### src/pkg/amo_pkg.sv
`default_nettype none

// Shared constants and carriers for the alarm mask and offset trim bank.
package amo_pkg;

    // Register port widths.
    localparam int unsigned ADDR_W = 12;
    localparam int unsigned DATA_W = 16;
    localparam int unsigned TRIM_W = 12;
    localparam int unsigned LANES  = 8;

    // Register addresses on the register port.
    localparam logic [11:0] MASK_OFS   = 12'h02c2;
    localparam logic [11:0] LANE_OFS   = 12'h02c4;
    localparam logic [11:0] ALARM_OFS  = 12'h02d0;
    localparam logic [11:0] CORE0_OFS  = 12'h0330;
    localparam logic [11:0] CORE1_OFS  = 12'h0332;
    localparam logic [11:0] CORE2A_OFS = 12'h0334;

    // Alarm and mask bit positions, shared by both registers.
    localparam int unsigned DIV_BIT     = 0;
    localparam int unsigned REALIGN_BIT = 2;
    localparam int unsigned LINK_BIT    = 3;
    localparam int unsigned PLL_BIT     = 4;
    localparam int unsigned FIFO_BIT    = 5;

    // Values after reset.
    localparam logic [7:0]  MASK_RST  = 8'h3f;
    localparam logic [7:0]  LANE_RST  = 8'hff;
    localparam logic [7:0]  ALARM_RST = 8'h3d;
    localparam logic [15:0] TRIM_RST  = 16'h0000;

    // Bits of the alarm register that really hold a source.
    localparam logic [7:0]  ALARM_USED = 8'h3d;

    // Default trim values delivered by the fuse memory.
    typedef struct packed {
        logic [11:0] core0;
        logic [11:0] core1;
        logic [11:0] core2a;
    } amo_fuse_trim_t;

    // Fault sources arriving from the rest of the device.
    typedef struct packed {
        logic [7:0] lane_fifo_fault;
        logic       pll_lock_fault;
        logic       link_fault;
        logic       realign_fault;
        logic       divider_mismatch_fault;
    } amo_fault_src_t;

endpackage

`default_nettype wire

### src/hw/amo_offset_trim.sv
`default_nettype none

// One offset trim register: 16 bits stored, low 12 bits form the trim.
module amo_offset_trim (
    input  wire logic        ref_clk_i,
    input  wire logic        srst_i,
    input  wire logic        fuse_load_i,
    input  wire logic [11:0] fuse_val_i,
    input  wire logic        wr_i,
    input  wire logic [15:0] wdata_i,
    output logic      [15:0] trim_o
);

    // Stored word, reserved bits kept so that they read back as written.
    logic [15:0] trim_reg;

    // Software write wins over a fuse load in the same cycle, so that a
    // value the user has just chosen is never overwritten silently.
    always_ff @(posedge ref_clk_i)
    begin
        if (srst_i)
        begin
            trim_reg <= amo_pkg::TRIM_RST;
        end
        else if (wr_i)
        begin
            trim_reg <= wdata_i;
        end
        else if (fuse_load_i)
        begin
            // Fuse default fills the trim field; reserved bits go to zero.
            trim_reg <= {4'h0, fuse_val_i};
        end
    end

    assign trim_o = trim_reg;

endmodule

`default_nettype wire

### src/hw/amo_regs.sv
// Function
// - Mask bit 5 keeps lane FIFO fault out.
// - Mask bit 4 keeps PLL fault out.
// - Mask bit 3 keeps link fault out.
// - Mask bit 2 keeps realign fault out.
// - Mask bit 0 keeps divider mismatch out.
// - Lane FIFO error sets its lane bit.
// - Writing one clears a lane bit.
// - Summary FIFO bit write clears all lanes.
// - Lane fault register resets to all ones.
// - Trim holds 12-bit unsigned value, applied.
// - Spare cores still calibrated in foreground.
// - Core 2 input A trim only on input A.
// - Trim defaults load from fuse memory.
// - Every alarm bit set after reset.
//
// The implementer's own choice: the strobed register port.
`default_nettype none

module amo_regs (
    input  wire logic                   ref_clk_i,
    input  wire logic                   srst_i,
    input  wire logic [11:0]            addr_i,
    input  wire logic [15:0]            wdata_i,
    input  wire logic                   wr_i,
    input  wire logic                   rd_i,
    output logic      [15:0]            rdata_o,
    input  wire amo_pkg::amo_fault_src_t fault_i,
    input  wire logic                   fuse_load_i,
    input  wire amo_pkg::amo_fuse_trim_t fuse_i,
    input  wire logic                   core2_on_input_a_i,
    input  wire logic                   offset_cal_en_i,
    input  wire logic                   fg_offset_step_i,
    output logic      [11:0]            core0_trim_o,
    output logic      [11:0]            core1_trim_o,
    output logic      [11:0]            core2a_trim_o,
    output logic                        spare_offset_cal_o,
    output logic                        summary_alarm_o
);

    // Sticky flag update where a new event always beats the clear.
    function automatic logic [7:0] sticky_next(
        input logic [7:0] cur,
        input logic [7:0] set,
        input logic [7:0] clr
    );
        sticky_next = (cur & ~clr) | set;
    endfunction

    // Register state.
    logic [7:0]  mask_reg;       // Alarm source mask.
    logic [7:0]  lane_reg;       // Per-lane FIFO fault flags.
    logic [7:0]  alarm_reg;      // Sticky source alarms, FIFO bit unused.
    logic [15:0] rdata_reg;      // Read data, valid one cycle after strobe.
    logic [15:0] trim0_w;        // Stored trim words from the trim cells.
    logic [15:0] trim1_w;
    logic [15:0] trim2a_w;
    logic [11:0] core2a_reg;     // Gated trim for core 2.
    logic        summary_reg;    // Registered summary alarm.
    logic        spare_cal_reg;  // Spare core calibration request.

    // Decoded writes.
    logic        wr_mask;
    logic        wr_lane;
    logic        wr_alarm;
    logic [7:0]  lane_set;       // Lane events this cycle.
    logic [7:0]  lane_clr;       // Lane bits cleared this cycle.
    logic [7:0]  alarm_set;      // Source events this cycle.
    logic [7:0]  alarm_clr;      // Source bits cleared this cycle.
    logic [7:0]  alarm_vec;      // Full alarm view, FIFO bit from lanes.
    logic [7:0]  unmasked_vec;   // Alarms that pass the mask.

    assign wr_mask  = wr_i && (addr_i == amo_pkg::MASK_OFS);
    assign wr_lane  = wr_i && (addr_i == amo_pkg::LANE_OFS);
    assign wr_alarm = wr_i && (addr_i == amo_pkg::ALARM_OFS);

    // Event vectors laid out on the shared bit positions.
    always_comb
    begin
        alarm_set = 8'h00;
        alarm_set[amo_pkg::DIV_BIT]     = fault_i.divider_mismatch_fault;
        alarm_set[amo_pkg::REALIGN_BIT] = fault_i.realign_fault;
        alarm_set[amo_pkg::LINK_BIT]    = fault_i.link_fault;
        alarm_set[amo_pkg::PLL_BIT]     = fault_i.pll_lock_fault;
    end

    // Source bits clear on a written one; the FIFO bit is a view only.
    assign alarm_clr = wr_alarm ? wdata_i[7:0] : 8'h00;

    assign lane_set = fault_i.lane_fifo_fault;

    always_comb
    begin
        lane_clr = 8'h00;
        if (wr_lane)
        begin
            lane_clr = wdata_i[7:0];
        end
        if (wr_alarm && wdata_i[amo_pkg::FIFO_BIT])
        begin
            lane_clr = 8'hff;
        end
    end

    // The FIFO alarm is the OR of the lanes, so it cannot disagree with
    // the lane register that software reads to find the culprit.
    always_comb
    begin
        alarm_vec = alarm_reg & amo_pkg::ALARM_USED;
        alarm_vec[amo_pkg::FIFO_BIT] = |lane_reg;
    end

    assign unmasked_vec = alarm_vec & ~mask_reg;

    // Mask register; reserved bits are stored as written, relying on
    // software to write their reset values back.
    always_ff @(posedge ref_clk_i)
    begin
        if (srst_i)
        begin
            mask_reg <= amo_pkg::MASK_RST;
        end
        else if (wr_mask)
        begin
            mask_reg <= wdata_i[7:0];
        end
    end

    // Per-lane FIFO fault flags.
    always_ff @(posedge ref_clk_i)
    begin
        if (srst_i)
        begin
            lane_reg <= amo_pkg::LANE_RST;
        end
        else
        begin
            lane_reg <= sticky_next(lane_reg, lane_set, lane_clr);
        end
    end

    // Sticky source alarms.
    always_ff @(posedge ref_clk_i)
    begin
        if (srst_i)
        begin
            alarm_reg <= amo_pkg::ALARM_RST;
        end
        else
        begin
            alarm_reg <= sticky_next(alarm_reg, alarm_set, alarm_clr)
                         & amo_pkg::ALARM_USED;
        end
    end

    // Summary alarm, registered so that the output is glitch free.
    always_ff @(posedge ref_clk_i)
    begin
        if (srst_i)
        begin
            summary_reg <= 1'b0;
        end
        else
        begin
            summary_reg <= |unmasked_vec;
        end
    end

    // Trim cells for core 0, core 1 and core 2 input A.
    // defaults come from fuses
    amo_offset_trim u_trim0 (
        .ref_clk_i   (ref_clk_i),
        .srst_i      (srst_i),
        .fuse_load_i (fuse_load_i),
        .fuse_val_i  (fuse_i.core0),
        .wr_i        (wr_i && (addr_i == amo_pkg::CORE0_OFS)),
        .wdata_i     (wdata_i),
        .trim_o      (trim0_w)
    );

    amo_offset_trim u_trim1 (
        .ref_clk_i   (ref_clk_i),
        .srst_i      (srst_i),
        .fuse_load_i (fuse_load_i),
        .fuse_val_i  (fuse_i.core1),
        .wr_i        (wr_i && (addr_i == amo_pkg::CORE1_OFS)),
        .wdata_i     (wdata_i),
        .trim_o      (trim1_w)
    );

    amo_offset_trim u_trim2a (
        .ref_clk_i   (ref_clk_i),
        .srst_i      (srst_i),
        .fuse_load_i (fuse_load_i),
        .fuse_val_i  (fuse_i.core2a),
        .wr_i        (wr_i && (addr_i == amo_pkg::CORE2A_OFS)),
        .wdata_i     (wdata_i),
        .trim_o      (trim2a_w)
    );

    // Core 2 takes the input A trim only while it samples input A; the
    // input B trim lives elsewhere and is applied by its own logic.
    always_ff @(posedge ref_clk_i)
    begin
        if (srst_i)
        begin
            core2a_reg <= 12'h000;
        end
        else
        begin
            core2a_reg <= core2_on_input_a_i ? trim2a_w[11:0] : 12'h000;
        end
    end

    // Spare cores are trimmed during the foreground offset step whenever
    // offset_cal_en_i is high, whatever the background settings are.
    always_ff @(posedge ref_clk_i)
    begin
        if (srst_i)
        begin
            spare_cal_reg <= 1'b0;
        end
        else
        begin
            spare_cal_reg <= offset_cal_en_i && fg_offset_step_i;
        end
    end

    // Read port: data stands only in the cycle after the strobe, and an
    // unmapped address reads as zero.
    always_ff @(posedge ref_clk_i)
    begin
        if (srst_i || !rd_i)
        begin
            rdata_reg <= 16'h0000;
        end
        else
        begin
            case (addr_i)
                amo_pkg::MASK_OFS:   rdata_reg <= {8'h00, mask_reg};
                amo_pkg::LANE_OFS:   rdata_reg <= {8'h00, lane_reg};
                amo_pkg::ALARM_OFS:  rdata_reg <= {8'h00, alarm_vec};
                amo_pkg::CORE0_OFS:  rdata_reg <= trim0_w;
                amo_pkg::CORE1_OFS:  rdata_reg <= trim1_w;
                amo_pkg::CORE2A_OFS: rdata_reg <= trim2a_w;
                default:             rdata_reg <= 16'h0000;
            endcase
        end
    end

    assign core0_trim_o       = trim0_w[11:0];
    assign core1_trim_o       = trim1_w[11:0];
    assign core2a_trim_o      = core2a_reg;
    assign rdata_o            = rdata_reg;
    assign summary_alarm_o    = summary_reg;
    assign spare_offset_cal_o = spare_cal_reg;
endmodule

`default_nettype wire

### config.mk
export PLATFORM = sky130hd
export DESIGN_NAME = amo_regs
export DESIGN_NICKNAME = d
export VERILOG_FILES = /design/src/pkg/amo_pkg.sv /design/src/hw/amo_offset_trim.sv /design/src/hw/amo_regs.sv
export SDC_FILE = /design/constraint.sdc
export NUM_CORES = 1
export LEC_CHECK = 0
export ABC_AREA = 1
export ABC_CLOCK_PERIOD_IN_PS = 1920
export BUFFER_PORTS_ARGS = -buffer_cell sky130_fd_sc_hd__clkbuf_2
export CELL_PAD_IN_SITES_DETAIL_PLACEMENT = 1
export CELL_PAD_IN_SITES_GLOBAL_PLACEMENT = 1
export CORE_ASPECT_RATIO = 1.4
export CORE_MARGIN = 1.5
export CORE_UTILIZATION = 35
export CTS_BUF_LIST = sky130_fd_sc_hd__clkbuf_8
export DETAILED_ROUTE_END_ITERATION = 10
export GPL_TIMING_DRIVEN = 0
export PLACE_DENSITY_LB_ADDON = 0.1
export SLEW_MARGIN = 15
export SYNTH_ARGS = -nofsm -noshare
export SYNTH_HDL_FRONTEND = slang
export SYNTH_SLANG_ARGS = --single-unit
### constraint.sdc
create_clock -name ref_clk_i -period 1.92 [get_ports ref_clk_i]
set_clock_uncertainty 0.15 [all_clocks]
set_input_delay 0.384 -clock ref_clk_i [delete_from_list [all_inputs] [get_ports ref_clk_i]]
set_output_delay 0.384 -clock ref_clk_i [all_outputs]
set_load 0.1 [all_outputs]
======== Word level (Yosys, flattened, before mapping) ========
Index checks and enable logic that the tools add are counted.
operators by class
  eq/ne operators ......................... 6
  mux-type cells .......................... 10
  bitwise operators ....................... 9
  reduce and logical (&&, ||, !) cells .... 16
operators with widths
  operator                                                            number
  16-bit two-way mux                                                  6
  16-bit case mux with 6 select lines                                 1
  12-bit by 10-bit == test with 1-bit output (second input constant)  6
  8-bit two-way mux                                                   2
  8-bit inverter                                                      2
  8-bit OR reduction                                                  2
  6-bit by 8-bit bitwise AND with 8-bit output                        1
  8-bit bitwise AND                                                   1
  1-bit logical AND                                                   8
  8-bit bitwise OR                                                    1
  6-bit bitwise AND                                                   1
  6-bit two-way mux                                                   1
  6-bit inverter                                                      1
  6-bit by 5-bit bitwise OR with 6-bit output                         1
  2-bit nonzero test                                                  3
  2-bit OR reduction                                                  1
  1-bit logical NOT                                                   1
  1-bit logical OR                                                    1
  1-bit inverter                                                      1
word-level totals
  bits in registers ....................... 99
  input bits .............................. 84
  output and inout bits ................... 54
  word-level logic and storage cells ...... 51

======== Longest topological paths before layout ========
Gate-level depths: netlist (run 1).
  depth in word-level cells ............... 7
  depth in mapped cells ................... 11
  mapped depth without buffers ............ 10

======== Hierarchy ========
From an unflattened synthesis (run 1), not the netlist that was laid out.
unflattened totals
  cell total of the unflattened synthesis .. 712
  area, all modules ....................... 4790.8 µm²
modules (own cells, without submodules)
  module           times used  cells each  area each (µm²)
  amo_regs         1           385         2587.5
  amo_offset_trim  3           109         734.5

======== Worst setup path after synthesis (run 1) ========
OpenSTA, ideal clock, no wires.
  kind .................................... input to register
  start point ............................. input addr_i[11]
  end point ............................... register lane_reg[0]
  library setup time ...................... 0.116 ns
  data arrival time ....................... 1.305 ns
  required time ........................... 1.654 ns
  slack ................................... 0.349 ns
  stages on the path ...................... 8
  path buffers ............................ 0
  cell sequence ........................... nor2_2 -> nand3_1 -> nor2_4 -> nand2_2 -> nor2_2 -> nand2_1 -> nand3_1 -> nand2_1
on the way
  cells in the longest elaborated chain, start to end .. 7
RTL lines
  what                                                                  line                            source
  start, declared                                                       amo_regs.sv:23                  input wire logic [11:0] addr_i,
  12-bit by 10-bit == test with 1-bit output, on equally long branches  amo_regs.sv:74, amo_regs.sv:75
  1-bit logical AND, on equally long branches                           amo_regs.sv:74, amo_regs.sv:75
  8-bit two-way mux / 1-bit logical AND (equally long branches)         amo_regs.sv:95, amo_regs.sv:99
  8-bit two-way mux (*)                                                 amo_regs.sv:99                  if (wr_alarm && wdata_i[amo_pkg::FIFO_BIT])
  8-bit inverter (*)                                                    amo_regs.sv:47                  sticky_next = (cur & ~clr) | set;
  8-bit bitwise AND (*)                                                 amo_regs.sv:47
  8-bit bitwise OR (*)                                                  amo_regs.sv:47
  end signal, assigned                                                  amo_regs.sv:134                 lane_reg <= amo_pkg::LANE_RST;
  end signal, assigned                                                  amo_regs.sv:138                 lane_reg <= sticky_next(lane_reg, lane_set, lane_clr);
  end, declared                                                         amo_regs.sv:52                  logic [7:0] lane_reg;
Mark *: on every way between the ends. The rest lies on a longest branch, timed or not.
A chain may end at the register's enable or synchronous reset.

======== Worst setup path in the final report (run 1) ========
  start point ............................. register u_trim1.trim_reg[5], in the netlist u_trim1.trim_o[5]
  end point ............................... output core1_trim_o[5]
RTL lines
  what                    line                   source
  start, declared         amo_offset_trim.sv:15  logic [15:0] trim_reg;
  start signal, assigned  amo_offset_trim.sv:23  trim_reg <= amo_pkg::TRIM_RST;
  start signal, assigned  amo_offset_trim.sv:27  trim_reg <= wdata_i;
  start signal, assigned  amo_offset_trim.sv:32  trim_reg <= {4'h0, fuse_val_i};
  end, declared           amo_regs.sv:35         output logic [11:0] core1_trim_o,
No word-level cell between the ends.

==> results.cfg, run 1 <==
[run_status]
status = complete, no violations

[setup_path]
worstPathMaxFanout = 3
timing.rr.end = rdata_o[5]
critPathKind = reg2out
r2r_cells = 8
r2r_start = lane_reg[3]
cp-start-kind = flop
rrSetupSlack_ns = 0.64
cp-end-kind = primary output
cp.arrival_ns = 1.36
cp.required_ns = 1.39

[place]
dpl.hpwl_um = 14200
gp_congestion = 0.895
place_area_sq_um = 5730
port_buffers = 134

[routing]
vias_per_cell = 4.97
drtIter0Drc = 140
avgRoutedWirePerCell_um = 17.1
drc_errors = 0
drt-total-wl_um = 17500
drt_first_pass_iters = 4
antenna_left = 0
num_vias = 5082

[synth]
syn-instance-count = 691
synthDominantCellAreaShare_pct = 40.6
ys_top_cells_by_area = dfxtp_1 (41%), nand2_1 (13%), nand3_1 (11%)
synth_warnings = 0
ys_seq_area_share_pct = 40.6
synth_top_cell_by_area = dfxtp_1
synth.avg_cell_area_sq_um = 6.99
ys_ff_latch = 98
synth.distinct_cells = 28
syn_nets = 775
netlist_area_sq_um = 4830

[cts]
cts_root_buf = clkbuf_8
clk_latency_ns = 0.38
cts_tree = yes
clockBufferDepth = 2
h-tree-depth = 3
postCtsSetupBuffers = 0
cts_hold_buf = 0
clock_sinks = 98
numCtsBuffers = 9
path_clk_slew_ns = 0.10

[power_and_ir_drop]
ir_drop_uv = 319
p_total_uw = 4140
power_density_nw_per_um2 = 698
leakagePower_uw = 0.00292

[floorplan]
die_y_um = 142
die_area_sq_um = 14500
core_sq_um = 13500
die_w_um = 102
ios = 138
rows = 50
start_util_pct = 35.9

[grt]
antenna_found_initial = 0
grt_pass1_wl_um = 27200
grtUsageTotal_pct = 25.1
first_global_vias = 5275
grt-ovfl-total = 0
grt_max_degree = 18

[sta]
setup_violations = 0
finalSetupTns_ns = 0
final_hold_viol_count = 0
worst_pin_slew_ns = 0.597
relSlewSlack_pct = 60.2
period_share_pct = 98.4
rsz0062_at_grt = no
fin_crit_ns = 1.89
drv_slew = 0
max_freq_ghz = 0.529

[finish]
layout-drive-gt1-share_pct = 28.3
finish.net_count = 920
final_cell_area_sq_um = 5940
syn_to_final_growth_pct = 22.9
diodes = 0

[min_path]
hold_path_class = in2reg
hold_end = alarm_reg[3]
min_path_cells = 3
hp-start = fault_i[2]

[run]
drv_cap = 0
## Yosys cell counts (all sizes together)
master,count
buf,51
clkbuf,13
nor3,2
dfxtp,98
o21ai,47
clkinv,1
o211ai,4
nand4,3
o22ai,2
inv,51
a21oi,56
nand3,111
nor2,78
and2,1
nand2,173
## cells in the final DEF (no fill, tap or decap), drive strengths merged
cell and instances:
o211ai 4, inv 54, nand4 3, clkinv 2
clkbuf 147, nor3 2, o22ai 2, and2 1
buf 62, nand2 173, clkinvlp 1, dfxtp 98
nor2 78, nand3 111, o21ai 47, a21oi 56
## worst max-delay path: stages, from the launching register on
cell	delay, ns
dfxtp_1	0.44
buf_4	0.14
buf_2	0.41
## final cells by class
class / instances / area, sq um
Multi-Input combinational cell: 477 / 2250
Buffer: 64 / 422
Sequential cell: 98 / 1960
Inverter: 52 / 195
Clock inverter: 5 / 42.5
Timing Repair Buffer: 134 / 683
Tap cell: 182 / 228
Clock buffer: 11 / 151
Fill cell: 1798 / 7510
## how the worst max path moves through the flow
stage,startpoint,end,slack (ns),depth (start not counted)
5_1_grt,u_trim0.trim_o[1],core0_trim_o[1],0.0004,2
3_3_place_gp,addr_i[11],lane_reg[4],-0.15,7
3_5_place_dp,addr_i[11],lane_reg[1],-0.20,7
4_1_cts,u_trim1.trim_o[5],core1_trim_o[5],0.0008,2
2_1_floorplan,addr_i[11],lane_reg[0],0.35,8
6_report,u_trim1.trim_o[5],core1_trim_o[5],0.03,2
## where the power goes
| group | internal [uW] | switching [uW] | leakage (uW) |
|---|---|---|---|
| combinational | 184 | 493 | 0.00203 |
| clock | 559 | 780 | 0.0000969 |
| sequential | 2080 | 46.1 | 0.000798 |
## cell families after synthesis
family                 count (synthesis)  synth area share [%]
and+or+nand+nor                      368                  34.6
buffers and inverters                116                  12.8
AOI/OAI and AO/OA                    109                  12.0
DFF                                   98                  40.6
## metal layers
layer / track usage, % / wire (um)
met5: 0 / 0
met4: 12.2 / 820
met3: 3.83 / 582
met2: 46.6 / 9410
met1: 26.9 / 6690
## repair_timing
item	CTS	global route
endpoints found under the setup margin	4	12
gates resized for setup	4	13
pin swaps	0	1
## metrics by stage
step | utilization, % | hold slack (ns) | setup WS [ns] | cells
final | 44.1 | 0.0410 | 0.0302 | 1023
after CTS | 44.1 | 0.0217 | 0.000849 | 1023
after detailed placement | 42.6 | 0.308 | -0.198 | 1007
after global placement | 42.6 | 0.301 | -0.146 | 1007
after global routing | 44.1 | 0.0326 | 0.000427 | 1023
after floorplan | - | 0.273 | 0.349 | 691
Note: power is estimated with default switching activity, not from simulation.
==> inputs of run 2 (changes only) <==
--- a/config.mk
+++ b/config.mk
@@ -18,2 +18,3 @@
 export GPL_TIMING_DRIVEN = 0
+export MAX_ROUTING_LAYER = met4
 export PLACE_DENSITY_LB_ADDON = 0.1
==> constraint.sdc (replaced) <==
create_clock -name ref_clk_i -period 1.92 [get_ports ref_clk_i]
set_clock_uncertainty 0.15 [all_clocks]
set_input_delay 0.096 -clock ref_clk_i [delete_from_list [all_inputs] [get_ports ref_clk_i]]
set_output_delay 0.096 -clock ref_clk_i [all_outputs]
set_load 0.1 [all_outputs]
==> results.cfg, run 2 (synthesis gave the netlist of run 1 again) <==
[run_status]
status = complete, no violations

[routing]
num_vias = 5455
drt_first_pass_iters = 4
avgRoutedWirePerCell_um = 17.2
drtIter0Drc = 164
vias_per_cell = 4.97
drt-total-wl_um = 18900
drc_errors = 0
antenna_left = 0

[setup_path]
cp.required_ns = 2.02
cp-start-kind = primary input
r2r_cells = 8
critPathKind = in2reg
cp.arrival_ns = 1.91
cp-end-kind = flop
timing.rr.end = rdata_o[5]
worstPathMaxFanout = 10
rrSetupSlack_ns = 0.63
r2r_start = lane_reg[3]

[cts]
postCtsSetupBuffers = 0
path_clk_slew_ns = 0.10
numCtsBuffers = 9
cts_tree = yes
cts_root_buf = clkbuf_8
clockBufferDepth = 2
h-tree-depth = 3
clock_sinks = 98
clk_latency_ns = 0.38

[sta]
relSlewSlack_pct = 60.1
drv_slew = 0
layout_setup_ws_ns = 0.113
max_freq_ghz = 0.553
fin_crit_ns = 1.81
worst_pin_slew_ns = 0.599
setup_violations = 0
final_hold_viol_count = 0
finalSetupTns_ns = 0
period_share_pct = 94.1
rsz0062_at_grt = no

[finish]
layout-drive-gt1-share_pct = 25.9
finish.net_count = 994
final_cell_mix = nand2_1 (167), clkbuf_2 (134), nand3_1 (107)
final_cell_area_sq_um = 6670
final_common_cell = nand2_1
fill_cells = 1781
syn_to_final_growth_pct = 38.1

[floorplan]
die_area_sq_um = 14500
rows = 50
start_util_pct = 35.9
die_y_um = 142
core_sq_um = 13500
ios = 138
die_w_um = 102

[grt]
first_global_vias = 5751
antenna_found_initial = 0
grt_pass1_wl_um = 29400
grt_max_degree = 18
grtUsageTotal_pct = 27.7
grt-ovfl-total = 0

[power_and_ir_drop]
seq_power_share_pct = 49.8
switchingPower_uw = 1350
p_clk_share_pct = 31.3
leakagePower_uw = 0.00322
ir_drop_uv = 319
p_int_uw = 2920
p_total_uw = 4260
switching_share_pct = 31.6
power_density_nw_per_um2 = 640
p_comb_share_pct = 18.8

[place]
port_buffers = 134
gp_congestion = 0.910
dp_slack_ns = 0.0901
dpl.hpwl_um = 14200
place_area_sq_um = 5730

[min_path]
min_path_cells = 5
hp-start = fuse_load_i
hold_path_class = in2reg
hold_end = u_trim1.trim_o[2]

[run]
drv_cap = 0
[run 2: worst max-delay path by stage]
stage / from / to / slack [ns] / cells after the start
after CTS: wr_i / u_trim2a.trim_o[10] / 0.03 / 7
after global routing: wr_i / u_trim2a.trim_o[10] / 0.03 / 7
after detailed placement: addr_i[11] / lane_reg[1] / 0.09 / 7
after floorplan: addr_i[11] / lane_reg[0] / 0.64 / 8
final: wr_i / u_trim2a.trim_o[10] / 0.11 / 7
after global placement: addr_i[11] / lane_reg[4] / 0.14 / 7
[run 2: worst max-delay path: stages]
cell	delay, ns
dlygate4sd3_1	0.53
buf_4	0.21
nand3_4	0.13
buf_2	0.22
o21ai_1	0.12
dlygate4sd3_1	0.55
a21oi_1	0.05
[run 2: per-stage QoR]
step                cells  util, %  hold WS [ns]
floorplan             691        -        0.0450
detailed placement   1007     42.6         0.138
global route         1097     49.6        0.0989
CTS                  1097     49.5        0.0760
global placement     1007     42.6         0.130
finish               1098     49.6        0.0863
[run 2: layout make-up]
cell class	instances	area (sq um)	area share [%]
Sequential cell	98	1960	29.4
Clock inverter	5	42.5	0.638
Timing Repair Buffer	208	1410	21.2
Tap cell	182	228	3.42
Buffer	64	424	6.36
Antenna cell	1	2.50	0.0375
Multi-Input combinational cell	477	2250	33.8
Clock buffer	11	151	2.27
Inverter	52	195	2.93
[run 2: what timing repair did]
item / 4_1_cts / 5_1_grt
hold buffers: 74 / 0
hold endpoints to repair: 74 / 0
setup endpoints to repair: 0 / 2
resized for setup: 0 / 2
[run 2: power groups by stage]
stage	Sequential [uW]	Clock, uW	Combinational (uW)
floorplan	2200	0	417
global placement	2170	0	665
detailed placement	2170	0	677
CTS	2130	1360	796
global route	2130	1450	851
finish	2130	1340	804
[run 2: per-layer routing]
layer / part of all wire, % / track usage [%]
met1: 38 / 28.1
met2: 54 / 50.6
met3: 3.4 / 3.93
met4: 5.4 / 14.5
met5: 0 / -
==> inputs of run 3 (changes only) <==
Settings changed: RECOVER_POWER set to 25.
==> results.cfg, run 3 (synthesis gave the netlist of run 1 again) <==
[setup_path]
cp.required_ns = 2.03
cp.arrival_ns = 1.89
r2r_cells = 8
cpMostUsedCell = dlygate4sd3_1
rrSetupSlack_ns = 0.65
timing.rr.end = rdata_o[5]
path_buf_inv = 4
cp_cell_sequence = dlygate4sd3_1 -> buf_4 -> nand3_4 -> buf_2 -> o21ai_1 -> dlygate4sd3_1 -> a21oi_1
worstPathMaxFanout = 10
r2r_start = lane_reg[3]
cp_top_family = buffers and inverters
critPathKind = in2reg
cp-start-kind = primary input
cp_slowest_stage_delay_ns = 0.55
cp-end-kind = flop
cp_num_cells = 7
critPathSlowestCell = dlygate4sd3_1

[grt]
grt-ovfl-total = 0
grt_max_degree = 18
gr-usage-met2_pct = 50.6
grt_use_met3_pct = 3.93
grt_util_met1_pct = 28.1
first_global_vias = 5751
top_usage_layer = met2
grt_pass1_wl_um = 29400
antenna_found_initial = 0
grtUsageTotal_pct = 27.7

[power_and_ir_drop]
p_comb_share_pct = 18.7
p_int_uw = 2920
ir_drop_uv = 323
leakagePower_uw = 0.00320
p_clk_share_pct = 31.4
power_density_nw_per_um2 = 645
seq_power_share_pct = 49.8
switchingPower_uw = 1350
switching_share_pct = 31.6

[floorplan]
core_sq_um = 13500
die_area_sq_um = 14500
rows = 50
start_util_pct = 35.9
die_w_um = 102
die_y_um = 142
ios = 138

[min_path]
hp-start = fuse_load_i
hold_end = u_trim1.trim_o[2]
min_path_cells = 5
hold_path_class = in2reg

[routing]
antenna_left = 0
vias_per_cell = 4.95
drc_errors = 0
drt-total-wl_um = 18900
drtIter0Drc = 156
num_vias = 5440
avgRoutedWirePerCell_um = 17.2
drt_first_pass_iters = 4

[sta]
relSlewSlack_pct = 58.9
setup_violations = 0
final_hold_viol_count = 0
worst_pin_slew_ns = 0.617
whs_ns = 0.0850
rsz0062_at_grt = no
drv_slew = 0
max_freq_ghz = 0.561
finalSetupTns_ns = 0
fin_crit_ns = 1.78
period_share_pct = 92.9

[place]
port_buffers = 134
place_area_sq_um = 5730
dpl.hpwl_um = 14200
gp_congestion = 0.910
dp_cells = 1007

[cts]
h-tree-depth = 3
cts_tree = yes
path_clk_slew_ns = 0.10
clk_latency_ns = 0.38
clockBufferDepth = 2
cts_root_buf = clkbuf_8
postCtsSetupBuffers = 0
clock_sinks = 98
numCtsBuffers = 9

[run]
drv_cap = 0

[finish]
final_cell_area_sq_um = 6610
syn_to_final_growth_pct = 36.9
final_common_cell = nand2_1
fin_cells = 1098
layout-drive-gt1-share_pct = 24.5
final_cell_mix = nand2_1 (167), clkbuf_2 (134), nand3_1 (110)
finish.net_count = 994

[run_status]
status = complete, no violations
## run 3: metrics by stage
step           utilization, %  setup WS (ns)  power [uW]
2_1_floorplan               -          0.637        2610
3_3_place_gp             42.6          0.142        2840
5_1_grt                  49.1         0.0579        4430
4_1_cts                  49.5         0.0307        4290
3_5_place_dp             42.6         0.0901        2850
6_report                 49.2          0.137        4260
## run 3: per-layer routing
layer	vias to the layer above	part of all wire [%]
met1	2577	38
met3	57	3.4
li1	2643	-
met4	0	5.3
met5	-	0
met2	163	54
## run 3: worst reg2reg max path: stages (launching register included)
cell and delay (ns):
dfxtp_1 0.35, inv_1 0.06, nand2_1 0.06, nor2_1 0.14, nand2_1 0.07, nand3_1 0.07
nand2_1 0.05, nor2_1 0.12, a21oi_1 0.09
## run 3: layout make-up
class | instances | area [sq um]
inverters | 52 | 195
diodes | 1 | 2.50
plain buffers | 64 | 413
repair buffers | 208 | 1410
clock buffers | 11 | 151
multi-input cells | 477 | 2210
clock inverters | 5 | 42.5
flip-flops and latches | 98 | 1960
fillers | 1787 | 6840
well taps | 182 | 228
## run 3: repair_timing
action                                  4_1_cts  5_1_grt
endpoints found under the hold margin        74        0
hold buffers                                 74        0
gates resized for setup                       0        2
endpoints found under the setup margin        0        2
## run 3: worst max-delay path by stage
stage / slack, ns / end / from
final: 0.14 / u_trim2a.trim_o[10] / wr_i
after global routing: 0.06 / u_trim2a.trim_o[10] / wr_i
after CTS: 0.03 / u_trim2a.trim_o[10] / wr_i
after detailed placement: 0.09 / lane_reg[1] / addr_i[11]
after global placement: 0.14 / lane_reg[4] / addr_i[11]
after floorplan: 0.64 / lane_reg[0] / addr_i[11]
## run 3: power groups by stage
| stage | Combinational, uW | Clock [uW] | Sequential (uW) |
|---|---|---|---|
| after global routing | 846 | 1450 | 2130 |
| after floorplan | 417 | 0 | 2200 |
| after detailed placement | 677 | 0 | 2170 |
| after global placement | 665 | 0 | 2170 |
| after CTS | 796 | 1360 | 2130 |
| final | 798 | 1340 | 2130 |
